File: src/core/psj_regs.vh
// Register offsets, fields, reset values and timing for preset/jog selector
`ifndef PSJ_REGS_VH
`define PSJ_REGS_VH
// Word byte addresses (32-bit Avalon-MM, aligned words)
`define PSJ_ADDR_CTRL 8'h00
`define PSJ_ADDR_TERM 8'h04
`define PSJ_ADDR_JOGF 8'h08
`define PSJ_ADDR_JOGT 8'h0C
`define PSJ_ADDR_STAT 8'h10
`define PSJ_ADDR_FOUT 8'h14
`define PSJ_ADDR_PRE0 8'h40
`define PSJ_ADDR_PREND 8'h7C
// Control fields
`define PSJ_CTRL_MODE_LSB 0
`define PSJ_CTRL_REMOTE_LSB 4
`define PSJ_CTRL_SPAT_LSB 8
// Values, in 0.01 Hz units; ramp in 0.1 s units
`define PSJ_SENTINEL 16'h270F
`define PSJ_FMAX 16'h9C40
`define PSJ_PRE1_RST 16'h1388
`define PSJ_PRE2_RST 16'h0BB8
`define PSJ_PRE3_RST 16'h03E8
`define PSJ_JOGF_RST 16'h01F4
`define PSJ_JOGT_RST 16'h0005
`define PSJ_JOGT_MAX 16'h8CA0
`define PSJ_MODE_EXT 4'h3
`define PSJ_MODE_COMB 4'h4
`define PSJ_FC_LOW 4'h0
`define PSJ_FC_MID 4'h1
`define PSJ_FC_HIGH 4'h2
`define PSJ_FC_SECOND 4'h3
`define PSJ_FC_JOG 4'h5
`define PSJ_FC_EXT 4'h8
// Terminal map reset: t0=low, t1=mid, t2=high, t3=second, t4=jog
`define PSJ_TERM_RST 20'h5_3210
`define PSJ_SRC_JOG 3'h1
`define PSJ_SRC_PRESET 3'h2
`define PSJ_SRC_CUR 3'h3
`define PSJ_SRC_VOLT 3'h4
`define PSJ_SRC_NONE 3'h0
`endif

File: src/core/psj_selector.v
// Preset speed and jog frequency-command selector with Avalon-MM registers
//
// Chosen here: the placing of the registers and register access over Avalon-MM.
`include "psj_regs.vh"
`timescale 1ns/1ps
`default_nettype none
module psj_selector #(
  parameter NTERM = 5
) (
  input wire ref_clk,
  input wire reset,
  input wire [7:0] avs_address,
  input wire avs_read,
  input wire avs_write,
  input wire [31:0] avs_writedata,
  input wire [3:0] avs_byteenable,
  output reg [31:0] avs_readdata,
  output wire avs_waitrequest,
  input wire [NTERM-1:0] term_in,
  input wire fwd_start,
  input wire rev_start,
  input wire pu_jog_mode,
  input wire pu_start_btn,
  input wire pu_stop_btn,
  input wire [15:0] freq_cur_in,
  input wire cur_valid,
  input wire [15:0] freq_volt_in,
  input wire volt_valid,
  output reg [15:0] freq_cmd,
  output reg [2:0] freq_src,
  output reg run_cmd,
  output reg run_rev,
  output reg [15:0] ramp_time,
  output reg ramp_to_base,
  output reg alt_ramp_en,
  output reg second_func_active
);
  // =====================================================
  // Input synchronisers
  // =====================================================
  // Contacts and panel keys share one synchroniser bank
  localparam NSYNC = NTERM + 5;
  wire [NSYNC-1:0] raw_in;
  reg [NSYNC-1:0] sync1_r;
  reg [NSYNC-1:0] sync2_r;
  assign raw_in = {pu_stop_btn, pu_start_btn, pu_jog_mode, rev_start,
                   fwd_start, term_in};
  always @(posedge ref_clk or posedge reset) begin
    if (reset) begin
      sync1_r <= {NSYNC{1'b0}};
      sync2_r <= {NSYNC{1'b0}};
    end else begin
      sync1_r <= raw_in;
      sync2_r <= sync1_r;
    end
  end
  wire [NTERM-1:0] term_s = sync2_r[NTERM-1:0];
  wire fwd_s = sync2_r[NTERM];
  wire rev_s = sync2_r[NTERM+1];
  wire pjog_s = sync2_r[NTERM+2];
  wire pstart_s = sync2_r[NTERM+3];
  wire pstop_s = sync2_r[NTERM+4];

  // =====================================================
  // Registers
  // =====================================================
  reg [3:0] mode_r;
  reg [3:0] remote_r;
  reg spat_r;
  reg [4*NTERM-1:0] term_fc_r;
  reg [15:0] jogf_r;
  reg [15:0] jogt_r;
  // Presets one to fifteen sit at consecutive words
  reg [15:0] preset_r [0:14];

  // Single-cycle answer: no wait states needed
  assign avs_waitrequest = 1'b0;
  // Both low byte lanes needed; half a frequency is refused
  wire wr = avs_write & (avs_byteenable[1:0] == 2'b11);
  wire [7:0] pre_off = avs_address - `PSJ_ADDR_PRE0;
  wire pre_hit = (avs_address >= `PSJ_ADDR_PRE0) &&
                 (avs_address < `PSJ_ADDR_PREND) &&
                 (avs_address[1:0] == 2'b00);
  wire [3:0] pre_idx = pre_off[5:2];
  wire [15:0] wdat = avs_writedata[15:0];
  // Out-of-range frequencies are dropped, sentinel allowed from preset four up
  // Limitation: sentinel is raw 9999, so 99.99 Hz is not storable
  wire pre_ok = (wdat <= `PSJ_FMAX) || (wdat == `PSJ_SENTINEL);

  genvar g;
  generate
    for (g = 0; g < 15; g = g + 1) begin : g_pre
      always @(posedge ref_clk or posedge reset) begin
        if (reset) begin
          if (g == 0)
            preset_r[g] <= `PSJ_PRE1_RST;
          else if (g == 1)
            preset_r[g] <= `PSJ_PRE2_RST;
          else if (g == 2)
            preset_r[g] <= `PSJ_PRE3_RST;
          else
            preset_r[g] <= `PSJ_SENTINEL;
        end else if (wr && pre_hit && pre_idx == g && pre_ok &&
                     !(g < 3 && wdat == `PSJ_SENTINEL)) begin
          // No run or protection gating on preset writes
          preset_r[g] <= wdat;
        end
      end
    end
  endgenerate

  always @(posedge ref_clk or posedge reset) begin
    if (reset) begin
      mode_r <= 4'h0;
      remote_r <= 4'h0;
      spat_r <= 1'b0;
      term_fc_r <= `PSJ_TERM_RST;
      jogf_r <= `PSJ_JOGF_RST;
      jogt_r <= `PSJ_JOGT_RST;
    end else if (avs_write) begin
      case (avs_address)
        `PSJ_ADDR_CTRL: begin
          if (avs_byteenable[0])
            mode_r <= avs_writedata[`PSJ_CTRL_MODE_LSB +: 4];
          if (avs_byteenable[0])
            remote_r <= avs_writedata[`PSJ_CTRL_REMOTE_LSB +: 4];
          if (avs_byteenable[1])
            spat_r <= avs_writedata[`PSJ_CTRL_SPAT_LSB];
        end
        `PSJ_ADDR_TERM: begin
          if (avs_byteenable == 4'hF)
            term_fc_r <= avs_writedata[4*NTERM-1:0];
        end
        `PSJ_ADDR_JOGF: begin
          if (wr && wdat <= `PSJ_FMAX)
            jogf_r <= wdat;
        end
        `PSJ_ADDR_JOGT: begin
          if (wr && wdat <= `PSJ_JOGT_MAX)
            jogt_r <= wdat;
        end
        default: begin
        end
      endcase
    end
  end

  // =====================================================
  // Terminal function routing
  // =====================================================
  // One decoder per terminal; a code on two terminals ORs them
  wire [NTERM-1:0] hit_low;
  wire [NTERM-1:0] hit_mid;
  wire [NTERM-1:0] hit_high;
  wire [NTERM-1:0] hit_second;
  wire [NTERM-1:0] hit_jog;
  wire [NTERM-1:0] hit_ext;

  genvar t;
  generate
    for (t = 0; t < NTERM; t = t + 1) begin : g_term
      wire [3:0] fc = term_fc_r[4*t +: 4];
      assign hit_low[t] = term_s[t] & (fc == `PSJ_FC_LOW);
      assign hit_mid[t] = term_s[t] & (fc == `PSJ_FC_MID);
      assign hit_high[t] = term_s[t] & (fc == `PSJ_FC_HIGH);
      assign hit_second[t] = term_s[t] & (fc == `PSJ_FC_SECOND);
      assign hit_jog[t] = term_s[t] & (fc == `PSJ_FC_JOG);
      // Extension only where a terminal carries code 8
      assign hit_ext[t] = term_s[t] & (fc == `PSJ_FC_EXT);
    end
  endgenerate

  wire sel_low = |hit_low;
  wire sel_mid = |hit_mid;
  wire sel_high = |hit_high;
  wire sel_second = |hit_second;
  wire sel_jog = |hit_jog;
  wire sel_ext = |hit_ext;
  wire speed_low = sel_low;
  wire speed_mid = sel_mid;
  wire speed_high = sel_high;

  // =====================================================
  // Preset selection
  // =====================================================
  wire mode_ext = (mode_r == `PSJ_MODE_EXT) || (mode_r == `PSJ_MODE_COMB);
  wire preset_en = mode_ext && (remote_r == 4'h0);
  reg [3:0] pidx;
  reg pidx_valid;
  wire [3:0] combo = {sel_ext, speed_low, speed_mid, speed_high};
  always @* begin
    pidx = 4'h0;
    pidx_valid = 1'b1;
    // Single selects; several of the three: lower select wins
    case (combo)
      4'b0001: pidx = 4'd0;
      4'b0010: pidx = 4'd1;
      4'b0011: pidx = 4'd1;
      4'b0100: pidx = 4'd2;
      4'b0101: pidx = 4'd2;
      4'b0110: pidx = 4'd2;
      4'b0111: pidx = 4'd2;
      4'b0000: pidx_valid = 1'b0;
      // With extension: speeds 8..15 by binary of low,mid,high
      4'b1000: pidx = 4'd7;
      4'b1001: pidx = 4'd8;
      4'b1010: pidx = 4'd9;
      4'b1011: pidx = 4'd10;
      4'b1100: pidx = 4'd11;
      4'b1101: pidx = 4'd12;
      4'b1110: pidx = 4'd13;
      4'b1111: pidx = 4'd14;
      default: pidx_valid = 1'b0;
    endcase
  end

  wire [15:0] pval = preset_r[pidx];
  wire [15:0] pval_rd = preset_r[pre_idx];

  // Ext alone with speed 8 unset falls back to low preset
  wire use_low = (combo == 4'b1000) && (pval == `PSJ_SENTINEL);
  wire [15:0] pfreq = use_low ? preset_r[2] : pval;
  wire preset_hit = preset_en && pidx_valid &&
                    (pfreq != `PSJ_SENTINEL);

  // =====================================================
  // Jog control
  // =====================================================
  wire jog_allowed = (mode_r != `PSJ_MODE_EXT);
  wire mode_comb = (mode_r == `PSJ_MODE_COMB);
  wire pu_jog = jog_allowed && pjog_s;

  // Panel jog latch for mode 4, one-hot
  localparam PJ_IDLE = 2'b01;
  localparam PJ_RUN = 2'b10;
  reg [1:0] pj_state_r;
  reg [1:0] pj_state_nxt;

  always @* begin
    pj_state_nxt = pj_state_r;
    case (pj_state_r)
      PJ_IDLE: begin
        if (mode_comb && pu_jog && pstart_s && !pstop_s)
          pj_state_nxt = PJ_RUN;
      end
      PJ_RUN: begin
        // Stop key, or leaving mode 4, drops the latch
        if (!mode_comb || pstop_s)
          pj_state_nxt = PJ_IDLE;
      end
      default: pj_state_nxt = PJ_IDLE;
    endcase
  end

  always @(posedge ref_clk or posedge reset) begin
    if (reset) begin
      pj_state_r <= PJ_IDLE;
    end else begin
      pj_state_r <= pj_state_nxt;
    end
  end

  wire pu_run = (pj_state_r == PJ_RUN);
  wire ext_jog = jog_allowed && sel_jog && (fwd_s | rev_s);
  // Outside mode 4 the keypad jog lasts only while start is held
  wire pu_jog_run = pu_jog && (mode_comb ? pu_run : pstart_s);
  wire jog_on = ext_jog | pu_jog_run;

  // =====================================================
  // Source priority and outputs
  // =====================================================
  reg [15:0] f_nxt;
  reg [2:0] src_nxt;
  always @* begin
    if (jog_on) begin
      f_nxt = jogf_r;
      src_nxt = `PSJ_SRC_JOG;
    end else if (preset_hit) begin
      f_nxt = pfreq;
      src_nxt = `PSJ_SRC_PRESET;
    end else if (cur_valid) begin
      // Lower source passes unmodified
      f_nxt = freq_cur_in;
      src_nxt = `PSJ_SRC_CUR;
    end else if (volt_valid) begin
      f_nxt = freq_volt_in;
      src_nxt = `PSJ_SRC_VOLT;
    end else begin
      f_nxt = 16'h0000;
      src_nxt = `PSJ_SRC_NONE;
    end
  end

  // Jog overrides the ramp; run covers jog and plain start
  wire run_nxt = jog_on | fwd_s | rev_s;
  wire rev_nxt = rev_s & ~fwd_s;
  wire [15:0] ramp_nxt = jog_on ? jogt_r : 16'h0000;

  always @(posedge ref_clk or posedge reset) begin
    if (reset) begin
      freq_cmd <= 16'h0000;
      freq_src <= `PSJ_SRC_NONE;
    end else begin
      freq_cmd <= f_nxt;
      freq_src <= src_nxt;
    end
  end

  always @(posedge ref_clk or posedge reset) begin
    if (reset) begin
      run_cmd <= 1'b0;
      run_rev <= 1'b0;
      ramp_time <= 16'h0000;
      ramp_to_base <= 1'b0;
      alt_ramp_en <= 1'b0;
      second_func_active <= 1'b0;
    end else begin
      run_cmd <= run_nxt;
      run_rev <= rev_nxt;
      ramp_time <= ramp_nxt;
      ramp_to_base <= jog_on & spat_r;
      alt_ramp_en <= sel_second & ~jog_on;
      second_func_active <= sel_second;
    end
  end

  // =====================================================
  // Read path
  // =====================================================
  always @* begin
    avs_readdata = 32'h0000_0000;
    if (pre_hit) begin
      avs_readdata = {16'h0000, pval_rd};
    end else begin
      case (avs_address)
        `PSJ_ADDR_CTRL:
          avs_readdata = {23'h0, spat_r, remote_r, mode_r};
        `PSJ_ADDR_TERM:
          avs_readdata = {{(32-4*NTERM){1'b0}}, term_fc_r};
        `PSJ_ADDR_JOGF: avs_readdata = {16'h0000, jogf_r};
        `PSJ_ADDR_JOGT: avs_readdata = {16'h0000, jogt_r};
        `PSJ_ADDR_STAT:
          avs_readdata = {21'h0, freq_src, jog_on, preset_hit,
                          sel_second, combo, sel_jog};
        `PSJ_ADDR_FOUT: avs_readdata = {16'h0000, freq_cmd};
        default: avs_readdata = 32'h0000_0000;
      endcase
    end
  end
endmodule
`default_nettype wire

File: config.mk
export PLATFORM = sky130hd
export DESIGN_NAME = psj_selector
export DESIGN_NICKNAME = d
export VERILOG_FILES = /design/src/core/psj_selector.v
export VERILOG_INCLUDE_DIRS = /design/src /design/src/core
export SDC_FILE = /design/constraint.sdc
export NUM_CORES = 1
export LEC_CHECK = 0
export BUFFER_PORTS_ARGS = -buffer_cell sky130_fd_sc_hd__buf_4
export CORE_MARGIN = 2
export CORE_UTILIZATION = 42
export DETAILED_ROUTE_END_ITERATION = 10
export GPL_TIMING_DRIVEN = 1
export PLACE_DENSITY = 0.62
export SYNTH_ARGS = -nofsm -noshare
export SYNTH_HDL_FRONTEND = slang
export SYNTH_SLANG_ARGS = --single-unit
File: constraint.sdc
create_clock -name ref_clk -period 15 [get_ports ref_clk]
set_input_delay 0 -clock ref_clk [delete_from_list [all_inputs] [get_ports ref_clk]]
set_output_delay 0 -clock ref_clk [all_outputs]
set_load 0.01 [all_outputs]
# == Yosys cells after proc, flatten, opt, wreduce, memory -nomap -nowiden ==
# Cells that the tools add are included.
# op_classes
shift,0
order_cmp,6
div_mod_pow,0
addsub,1
n_bitwise,42
n_eq_ne,70
reduce_logical,79
n_mul,0
muxes,24
# op_table
op,n
$mux W16,10
$bmux W16 S4,2
$pmux W20 S6,1
$eq A4 B4 Y1 const B,21
$eq A4 B2 Y1 const B,15
$eq A4 B3 Y1 const B,14
$logic_and A1 B1 Y1,49
$pmux W4 S10,1
$and A1 B1 Y1,34
$eq A16 B14 Y1 const B,2
$le A16 B16 Y1 const B,2
$logic_not A4 Y1,8
$reduce_or A5 Y1,6
$eq A4 B1 Y1 const B,6
$mux W20,1
$eq A8 B4 Y1 const B,2
$eq A8 B5 Y1 const B,2
$ne A16 B14 Y1 const B,1
$reduce_and A3 Y1,5
$mux W3,4
$ge A5 B5 Y1 const B,2
$not A4 Y5,2
$eq A8 B3 Y1 const B,1
$ge A8 B7 Y1 const B,1
19 further kinds,30
# word_totals
regBits,363
ramBits,0
mem_count,0
latch_bits,0
mem_bits_ro,0
out_inout_bits,73

# == Depth between registers and ports, before layout ==
# Gate-level depths: netlist of the first run.
# logic_depth
word_depth,17
ltp_mapped,17
ltp_nobuf,12

# == Least setup slack after synthesis of the first run ==
# No wires, ideal clock.
# synth_timing
path_type,register -> register
from,reg term_fc_r[5]
to,reg freq_cmd[10]
n_path_buf,3
setup_slack_ns,11.224
t_arrival_ns,3.638
stages_incl_launch_ff,16
required_ns,14.862
setup_ns,0.138
period_less_slack_ns,3.776
cell_sequence,dfrtp_1 or4b_4 o2bb2a_4 nand3_1 buf_6 buf_6 mux2_2 a221oi_1 a31oi_1 o2bb2ai_1 nand4b_1 or2_4 o41a_1 buf_6 a221oi_2 o31ai_2
# synth_between
elab_chain_len,17
word_cells_on_any_way,49
# synth_lines
item,line,source
start: declaration,psj_selector.v:70,reg [4*NTERM-1:0] term_fc_r;
start signal: assignment,psj_selector.v:117,term_fc_r <= `PSJ_TERM_RST;
start signal: assignment,psj_selector.v:132,term_fc_r <= avs_writedata[4*NTERM-1:0];
$eq A4 B2 Y1 (no source line) (tied with other cells),-,
$and A1 B1 Y1 (on tied branches),-,
$reduce_or A5 Y1 (on tied branches),-,
$eq A4 B3 Y1 / $eq A4 B2 Y1 (equally long branches),psj_selector.v:195,case (combo)
$reduce_or A4 Y1 (no source line) / $reduce_or A2 Y1 (equally long branches),-,
$pmux W4 S10,psj_selector.v:195,
$not A4 Y5 (implied by the code),psj_selector.v:217,wire [15:0] pval = preset_r[pidx];
$bmux W16 S4,psj_selector.v:217,
$mux W16 (implied by the code) (2 in series),psj_selector.v:217,
$eq A16 B14 Y1 (no source line),-,
$logic_and A1 B1 Y1,psj_selector.v:221,wire use_low = (combo == 4'b1000) && (pval == `PSJ_SENTINEL);
$mux W16,psj_selector.v:222,wire [15:0] pfreq = use_low ? preset_r[2] : pval;
$ne A16 B14 Y1 (no source line),-,
$logic_and A1 B1 Y1,psj_selector.v:223,wire preset_hit = preset_en && pidx_valid &&
$mux W16,psj_selector.v:278,end else if (preset_hit) begin
$mux W16 (*),psj_selector.v:275,if (jog_on) begin
named net f_nxt[10],psj_selector.v:272,reg [15:0] f_nxt;
end signal: assignment,psj_selector.v:304,freq_cmd <= f_nxt;
end: declaration,psj_selector.v:29,"output reg [15:0] freq_cmd,"
# The timed path passes the listed nets; every way through them passes the cells marked *. The select of a mux whose other input is x is not followed.
# A chain may end at the register's enable or synchronous reset.

# == Final worst setup path of the first run ==
# layout_timing
from,reg term_fc_r[7]
to,out avs_readdata[6]
# layout_between
elab_chain_len,17
word_cells_on_any_way,43
# layout_lines
item,line,source
$eq A4 B2 Y1 (no source line) (tied with other cells),-,
$and A1 B1 Y1 (on tied branches),-,
$reduce_or A5 Y1 (on tied branches),-,
$eq A4 B3 Y1 / $eq A4 B2 Y1 (equally long branches),psj_selector.v:195,
$reduce_or A4 Y1 (no source line) / $reduce_or A2 Y1 (equally long branches),-,
$pmux W4 S10,psj_selector.v:195,
$not A4 Y5 (implied by the code),psj_selector.v:217,
$bmux W16 S4,psj_selector.v:217,
$mux W16 (implied by the code) (2 in series),psj_selector.v:217,
$eq A16 B14 Y1 (no source line),-,
$logic_and A1 B1 Y1,psj_selector.v:221,
$mux W16,psj_selector.v:222,
$ne A16 B14 Y1 (no source line),-,
$logic_and A1 B1 Y1 (*),psj_selector.v:223,
$pmux W20 S6 (*),psj_selector.v:335,case (avs_address)
$mux W20 (*),psj_selector.v:332,if (pre_hit) begin
end: declaration,psj_selector.v:17,"output reg [31:0] avs_readdata,"
# Mark *: on every way between the ends. The rest lies on a longest branch, timed or not. The select of a mux whose other input is x is not followed.

==> results.toml, run 1 <==
[status]
status = "complete, no violations"

[synthesis]
synth_area_per_cell_um2 = 11.98
synth-main-ff-cell = "dfrtp_1"
synth_cells = 1671
netlist_area_um2 = 20010
yosysSeqAreaShare_pct = 46.20
synth_seq_cells = 363
synth_warnings = 0
synthArstFlopShare_pct = 100.0
synth_cell_types = 92
synth-edff-count = 0

[sta]
hold_slack_ps = 40.30
final.setup.tns_ps = 0
finClkSkew_ps = 20.98
finalCriticalPeriod_ps = 6345
post-route-period-util_pct = 42.30
grt_setup_unrepaired = "no"
worst_pin_slew_ps = 1293
maxSlewHeadroom_pct = 13.58
drv_slew = 0
worst_slack_ps = 8655
setup_violations = 0
fmax_mhz = 157.6
hold_viol_final = 0

[critical_path]
worstPathArrival_ps = 6340
cp-startpoint = "term_fc_r[7]"
rr_startpoint = "term_fc_r[7]"
cp-end-kind = "output pin"
r2r_slack_ps = 8830
cp_max_fo = 37
startpoint_type = "flop"
cp_data_required_time_ps = 15000
crit_type = "flop to output pin"

[placement]
port_buffers = 138
pre_cts_slack_ps = 9393
placed_area_um2 = 21370
place_congestion = 0.9565
dp_hpwl_um = 46630

[pwr]
leakage_nw = 10.16
seqPwrFrac_pct = 45.3
power_density_nw_per_um2 = 95.39
power_switching_mw = 0.5378
pwr-share-comb_pct = 7.8
clockPowerShare_pct = 46.8
peakVddDrop_mv = 0.07005
power.internal_mw = 1.691
p_total_mw = 2.229
switching_share_pct = 24.13

[min_path]
worstHoldPathType = "primary input to flop"
min_from = "freq_volt_in[11]"

[floorplanning]
die_x_um = 222.3
die_y_um = 222.3
fp-row-count = 79
ioPinCount = 165
dieArea_um2 = 49410
start_util_pct = 42.80
core_um2 = 46750

[clocking]
numCtsBuffers = 42
cts_root_buf = "clkbuf_16"
cts_tree = "yes"
clkTransAtPathRegs_ps = 60
cts.sinks = 363
htreeDepth = 2
clockBufferDepth = 3
clk_latency_ps = 580

[grt]
grt_first_pass_wirelength_um = 106300
grt_max_degree = 101
antenna_found_initial = 0
grt_pass1_vias = 15840
grt-ovfl-total = 0
grtUsageTotal_pct = 28.87

[run]
maxCapViolCount = 0

[cells_and_area]
layout.nets = 1892
stdcell_area_um2 = 23370
syn_to_final_growth_pct = 16.78
multiInputGateArea_um2 = 9980
n_fill_cell = 4114
drive_gt1_share_pct = 43.37
seq_area_um2 = 9245

[routing]
antenna_left = 0
wl_um = 71450
drtPass1Iterations = 7
via_per_inst = 6.544
vias = 15980
wire_per_inst_um = 29.27
drc = 0
drt_iter0_drc = 2133
==> worst paths after layout <==
kind,to,depth (start not counted)
max,avs_readdata[6],12
min,freq_cmd[11],4
max reg2reg,freq_cmd[0],13
min reg2reg,sync2_r[5],0
max in group asynchronous,preset_r[210],5
min in group asynchronous,preset_r[135],3
==> logic make-up after synthesis <==
| kind of cell | after synthesis | share of synthesized area (%) |
|---|---|---|
| AND/OR/NAND/NOR | 347 | 8.923 |
| multiplexers | 402 | 26.36 |
| flip-flops | 363 | 46.20 |
| XOR/XNOR | 3 | 0.2251 |
| other | 1 | 0.01874 |
| buffers and inverters | 182 | 4.321 |
| AO/OA/AOI/OAI | 373 | 13.96 |
==> per-layer routing <==
metal	GRT usage (%)	part of all wire, %	up-vias
met5	0	0	-
li1	-	-	6608
met4	15.24	5.5	0
met2	44.87	45	1027
met1	37.94	39	8125
met3	6.268	10	215
==> critical path, stage by stage, from the launching register on <==
cell	delay (ps)
dfrtp_1	450
or4b_4	580
o2bb2a_4	250
nand3_2	280
buf_4	570
nor2_4	260
a21oi_1	650
a32oi_1	480
or3_1	450
or2_4	270
o41ai_4	960
o21ai_0	300
buf_4	220
==> power by group through the flow <==
stage | Clock [mW] | Combinational, mW | Sequential (mW)
finish | 1.04 | 0.174 | 1.01
global route | 1.09 | 0.185 | 1.01
global placement | 0 | 0.159 | 1.03
CTS | 1.06 | 0.173 | 1.01
detailed placement | 0 | 0.159 | 1.03
floorplan | 0 | 0.0946 | 1.02
==> sequential cells by signal (all words and copies together), names as in the netlist <==
register and flops:
alt_ramp_en 1, pj_state_r 2, sync2_r 10, sync1_r 10
run_cmd 1, term_fc_r 20, run_rev 1, freq_src 3
jogf_r 16, mode_r 4, freq_cmd 16, remote_r 4
jogt_r 16, spat_r 1, ramp_time 16, second_func_active 1
ramp_to_base 1, preset_r 240
==> area by class of cell <==
type / instances / share of cell area, %
diodes: 1 / 0.01071
clock buffers: 68 / 5.563
clock inverters: 9 / 0.4337
inverters: 24 / 0.4176
multi-input cells: 1138 / 42.71
flip-flops and latches: 363 / 39.56
well taps: 607 / 3.250
repair buffers: 231 / 8.053
==> synthesized netlist by cell type (12+ instances only) <==
| cell | n | area, um2 |
|---|---|---|
| mux4_2 | 69 | 1554 |
| dfstp_2 | 129 | 3390 |
| clkbuf_1 | 91 | 341.6 |
| mux2_2 | 309 | 3480 |
| inv_1 | 24 | 90.09 |
| a22oi_1 | 31 | 232.7 |
| nor2_1 | 59 | 221.5 |
| o22ai_1 | 15 | 93.84 |
| buf_4 | 20 | 150.1 |
| a221o_1 | 17 | 170.2 |
| mux2i_1 | 24 | 240.2 |
| nand4_1 | 12 | 75.07 |
| and2_1 | 24 | 150.1 |
| nand2_1 | 119 | 446.7 |
| nand3_1 | 28 | 140.1 |
| o21ai_0 | 82 | 410.4 |
| buf_1 | 17 | 63.81 |
| a21o_1 | 12 | 90.09 |
| o211ai_1 | 14 | 105.1 |
| a21oi_1 | 48 | 240.2 |
| nor3_1 | 28 | 140.1 |
| buf_2 | 19 | 95.09 |
| dfrtp_1 | 234 | 5856 |
| o221ai_1 | 13 | 113.9 |
==> cells in the final DEF, fill, tap and decap left out, types with 48 or more instances in the layout <==
| master | count |
|---|---|
| a21oi_1 | 48 |
| buf_4 | 172 |
| dfrtp_1 | 234 |
| dfstp_2 | 129 |
| dlygate4sd3_1 | 59 |
| mux2_2 | 309 |
| mux4_2 | 69 |
| nand2_1 | 119 |
| nor2_1 | 59 |
| o21ai_0 | 82 |
==> per-stage QoR <==
step                utilization [%]  instances
floorplan                         -       1683
global placement              45.71       2304
detailed placement            45.71       2304
CTS                           49.97       2440
global route                  49.97       2440
finish                        49.98       2441
==> repair_timing <==
action,in CTS,in global routing
endpoints found under the hold margin,410,0
buffers inserted,0,0
resized for setup,0,0
hold buffers,59,0
Note: power is estimated with default switching activity, not from simulation.
==> inputs of run 2 (changes only) <==
==> constraint.sdc (replaced) <==
create_clock -name ref_clk -period 6.6 [get_ports ref_clk]
set_input_delay 0 -clock ref_clk [delete_from_list [all_inputs] [get_ports ref_clk]]
set_output_delay 0 -clock ref_clk [all_outputs]
set_load 0.01 [all_outputs]
==> run 2 against run 1 <==
  * Non-clock buffer count up 13
  * Worst hold slack got worse by 4.3 ps
  * Via count decreased by 0.49%
  * Total power rose by 120%
  * Routed wire length fell by 0.50%
  * Die area did not move
  * Clock power increased by 120%
==> results.toml, run 2 (same netlist as run 1, synthesis figures left out) <==
[grt]
grtUsageTotal_pct = 28.70
busiest_layer = "met2"
grt_first_pass_wirelength_um = 106200
grt-ovfl-total = 0
grt_max_degree = 169
met3_usage_pct = 6.281
grtUsageMet1_pct = 36.83
grt_pass1_vias = 16240
antenna_found_initial = 1
met2_usage_pct = 45.07

[routing]
wl_um = 71090
drc = 0
antenna_left = 0
vias = 15900
drtPass1Iterations = 6
via_per_inst = 6.486
wire_per_inst_um = 29.00
drt_iter0_drc = 1665

[critical_path]
crit_type = "flop to flop"
worstPathArrival_ps = 6320
cp_max_fo = 32
cp_data_required_time_ps = 7020
cp_cell_sequence = "or4b_4 -> a2bb2oi_1 -> nand3_2 -> buf_4 -> xnor2_1 -> nor2_1 -> a211oi_1 -> o32ai_1 -> nand4b_1 -> or2_4 -> o41a_1 -> a221oi_2 -> dlygate4sd3_1 -> o31ai_2"
cpLargestDelayFamily = "simple AND/OR/NAND/NOR gates"
path_buf_inv = 2
worst_path_largest_cell_delay_ps = 720
cpMaxStageDelayCell = "o41a_1"
r2r_end = "freq_cmd[8]"
rr_startpoint = "term_fc_r[7]"
startpoint_type = "flop"
cp-end-kind = "flop"
reg2reg_depth = 14
r2r_slack_ps = 700

[placement]
place_congestion = 0.9306
pre_cts_slack_ps = 1441
port_buffers = 138
dp_hpwl_um = 47380

[clocking]
clk_latency_ps = 580
htreeDepth = 2
clkTransAtPathRegs_ps = 60
numCtsBuffers = 40
post-cts-setup-buffers = 0
clockBufferDepth = 3
post_cts_resized = 0
cts_tree = "yes"
cts_root_buf = "clkbuf_16"
cts.sinks = 363
holdBufCountCts = 59

[cells_and_area]
n_fill_cell = 4044
regMostFlops = "preset_r"
fin_util_pct = 50.08
layout_commonest_cell = "mux2_2"
reg_top3 = "preset_r (240), term_fc_r (20)"
largest_reg_flops = 240
layout.nets = 1903
syn_to_final_growth_pct = 17.01
drive_gt1_share_pct = 43.79
mostFrequentLayoutCells = "mux2_2 (309), dfrtp_1 (234), buf_4 (182)"

[floorplanning]
fp-row-count = 79
die_y_um = 222.3
core_um2 = 46750
die_x_um = 222.3
start_util_pct = 42.80
ioPinCount = 165
dieArea_um2 = 49410

[min_path]
hold_path_end = "freq_cmd[1]"
min_from = "freq_volt_in[1]"
holdPathStages = 4
worstHoldPathType = "primary input to flop"

[pwr]
power_density_nw_per_um2 = 210.9
p_total_mw = 4.938
peakVddDrop_mv = 0.1470
leakage_nw = 10.18

[run]
maxCapViolCount = 0

[sta]
maxSlewHeadroom_pct = 17.99
grt_setup_unrepaired = "no"
worst_slack_ps = 699.0
setup_violations = 0
hold_viol_final = 0
finClkSkew_ps = 26.42
worst_pin_slew_ps = 1227
drv_slew = 0
fmax_mhz = 169.5
final.setup.tns_ps = 0
post-route-period-util_pct = 89.41
finalCriticalPeriod_ps = 5901
hold_slack_ps = 36.01

[status]
status = "complete, no violations"
==> run 2: cell count changes in the layout (fill, tap and decap cells not counted), sizes merged <==
cell	delta
inv	-2
bufinv	-2
clkinv	+2
buf	+13
clkbuf	-5
clkinvlp	+4
==> run 2: layout make-up <==
type	count	area [um2]	share of cell area, %
Multi-Input combinational cell	1138	9980	42.62
Sequential cell	363	9245	39.49
Timing Repair Buffer	244	2017	8.614
Clock buffer	63	1240	5.296
Tap cell	607	759.5	3.244
Inverter	24	93.84	0.4008
Clock inverter	11	76.32	0.3260
Antenna cell	1	2.502	0.01069
==> run 2: worst max-delay path by stage <==
stage                       startpoint           end  slack, ps  depth (start not counted)
after floorplan                  reset   alt_ramp_en       1840                          1
after global placement    term_fc_r[7]  freq_cmd[15]       1440                         13
after detailed placement  term_fc_r[9]   freq_cmd[8]       1440                         13
after CTS                 term_fc_r[9]   freq_cmd[8]        880                         14
after global routing      term_fc_r[7]   freq_cmd[9]        580                         14
final                     term_fc_r[7]   freq_cmd[8]        700                         14
==> run 2: metal layers <==
| layer | share of wire [%] | vias to the layer above |
|---|---|---|
| li1 | - | 6616 |
| met1 | 39 | 8086 |
| met2 | 46 | 940 |
| met3 | 9.0 | 254 |
| met4 | 6.1 | 0 |
| met5 | 0 | - |
==> run 2: through the flow <==
stage / std cells / instance area (um2)
global route: 2450 / 23410
floorplan: 1683 / 20060
CTS: 2450 / 23410
finish: 2451 / 23410
detailed placement: 2317 / 21500
global placement: 2317 / 21500
==> run 2: power by group <==
part           total (mW)  leakage (nW)  internal [mW]  switching [mW]
Sequential           2.30          4.50           2.27          0.0273
Combinational       0.396          5.04          0.154           0.242
Clock                2.25         0.639           1.29           0.951
==> run 2: worst reg2reg max path, delay by kind of cell (launching register included) <==
family,cells,cell delay [ps]
DFF,1,460
AOI/OAI and AO/OA,6,1970
xor gates and xnor gates,1,180
and+or+nand+nor,5,2020
buffers and inverters,2,1120
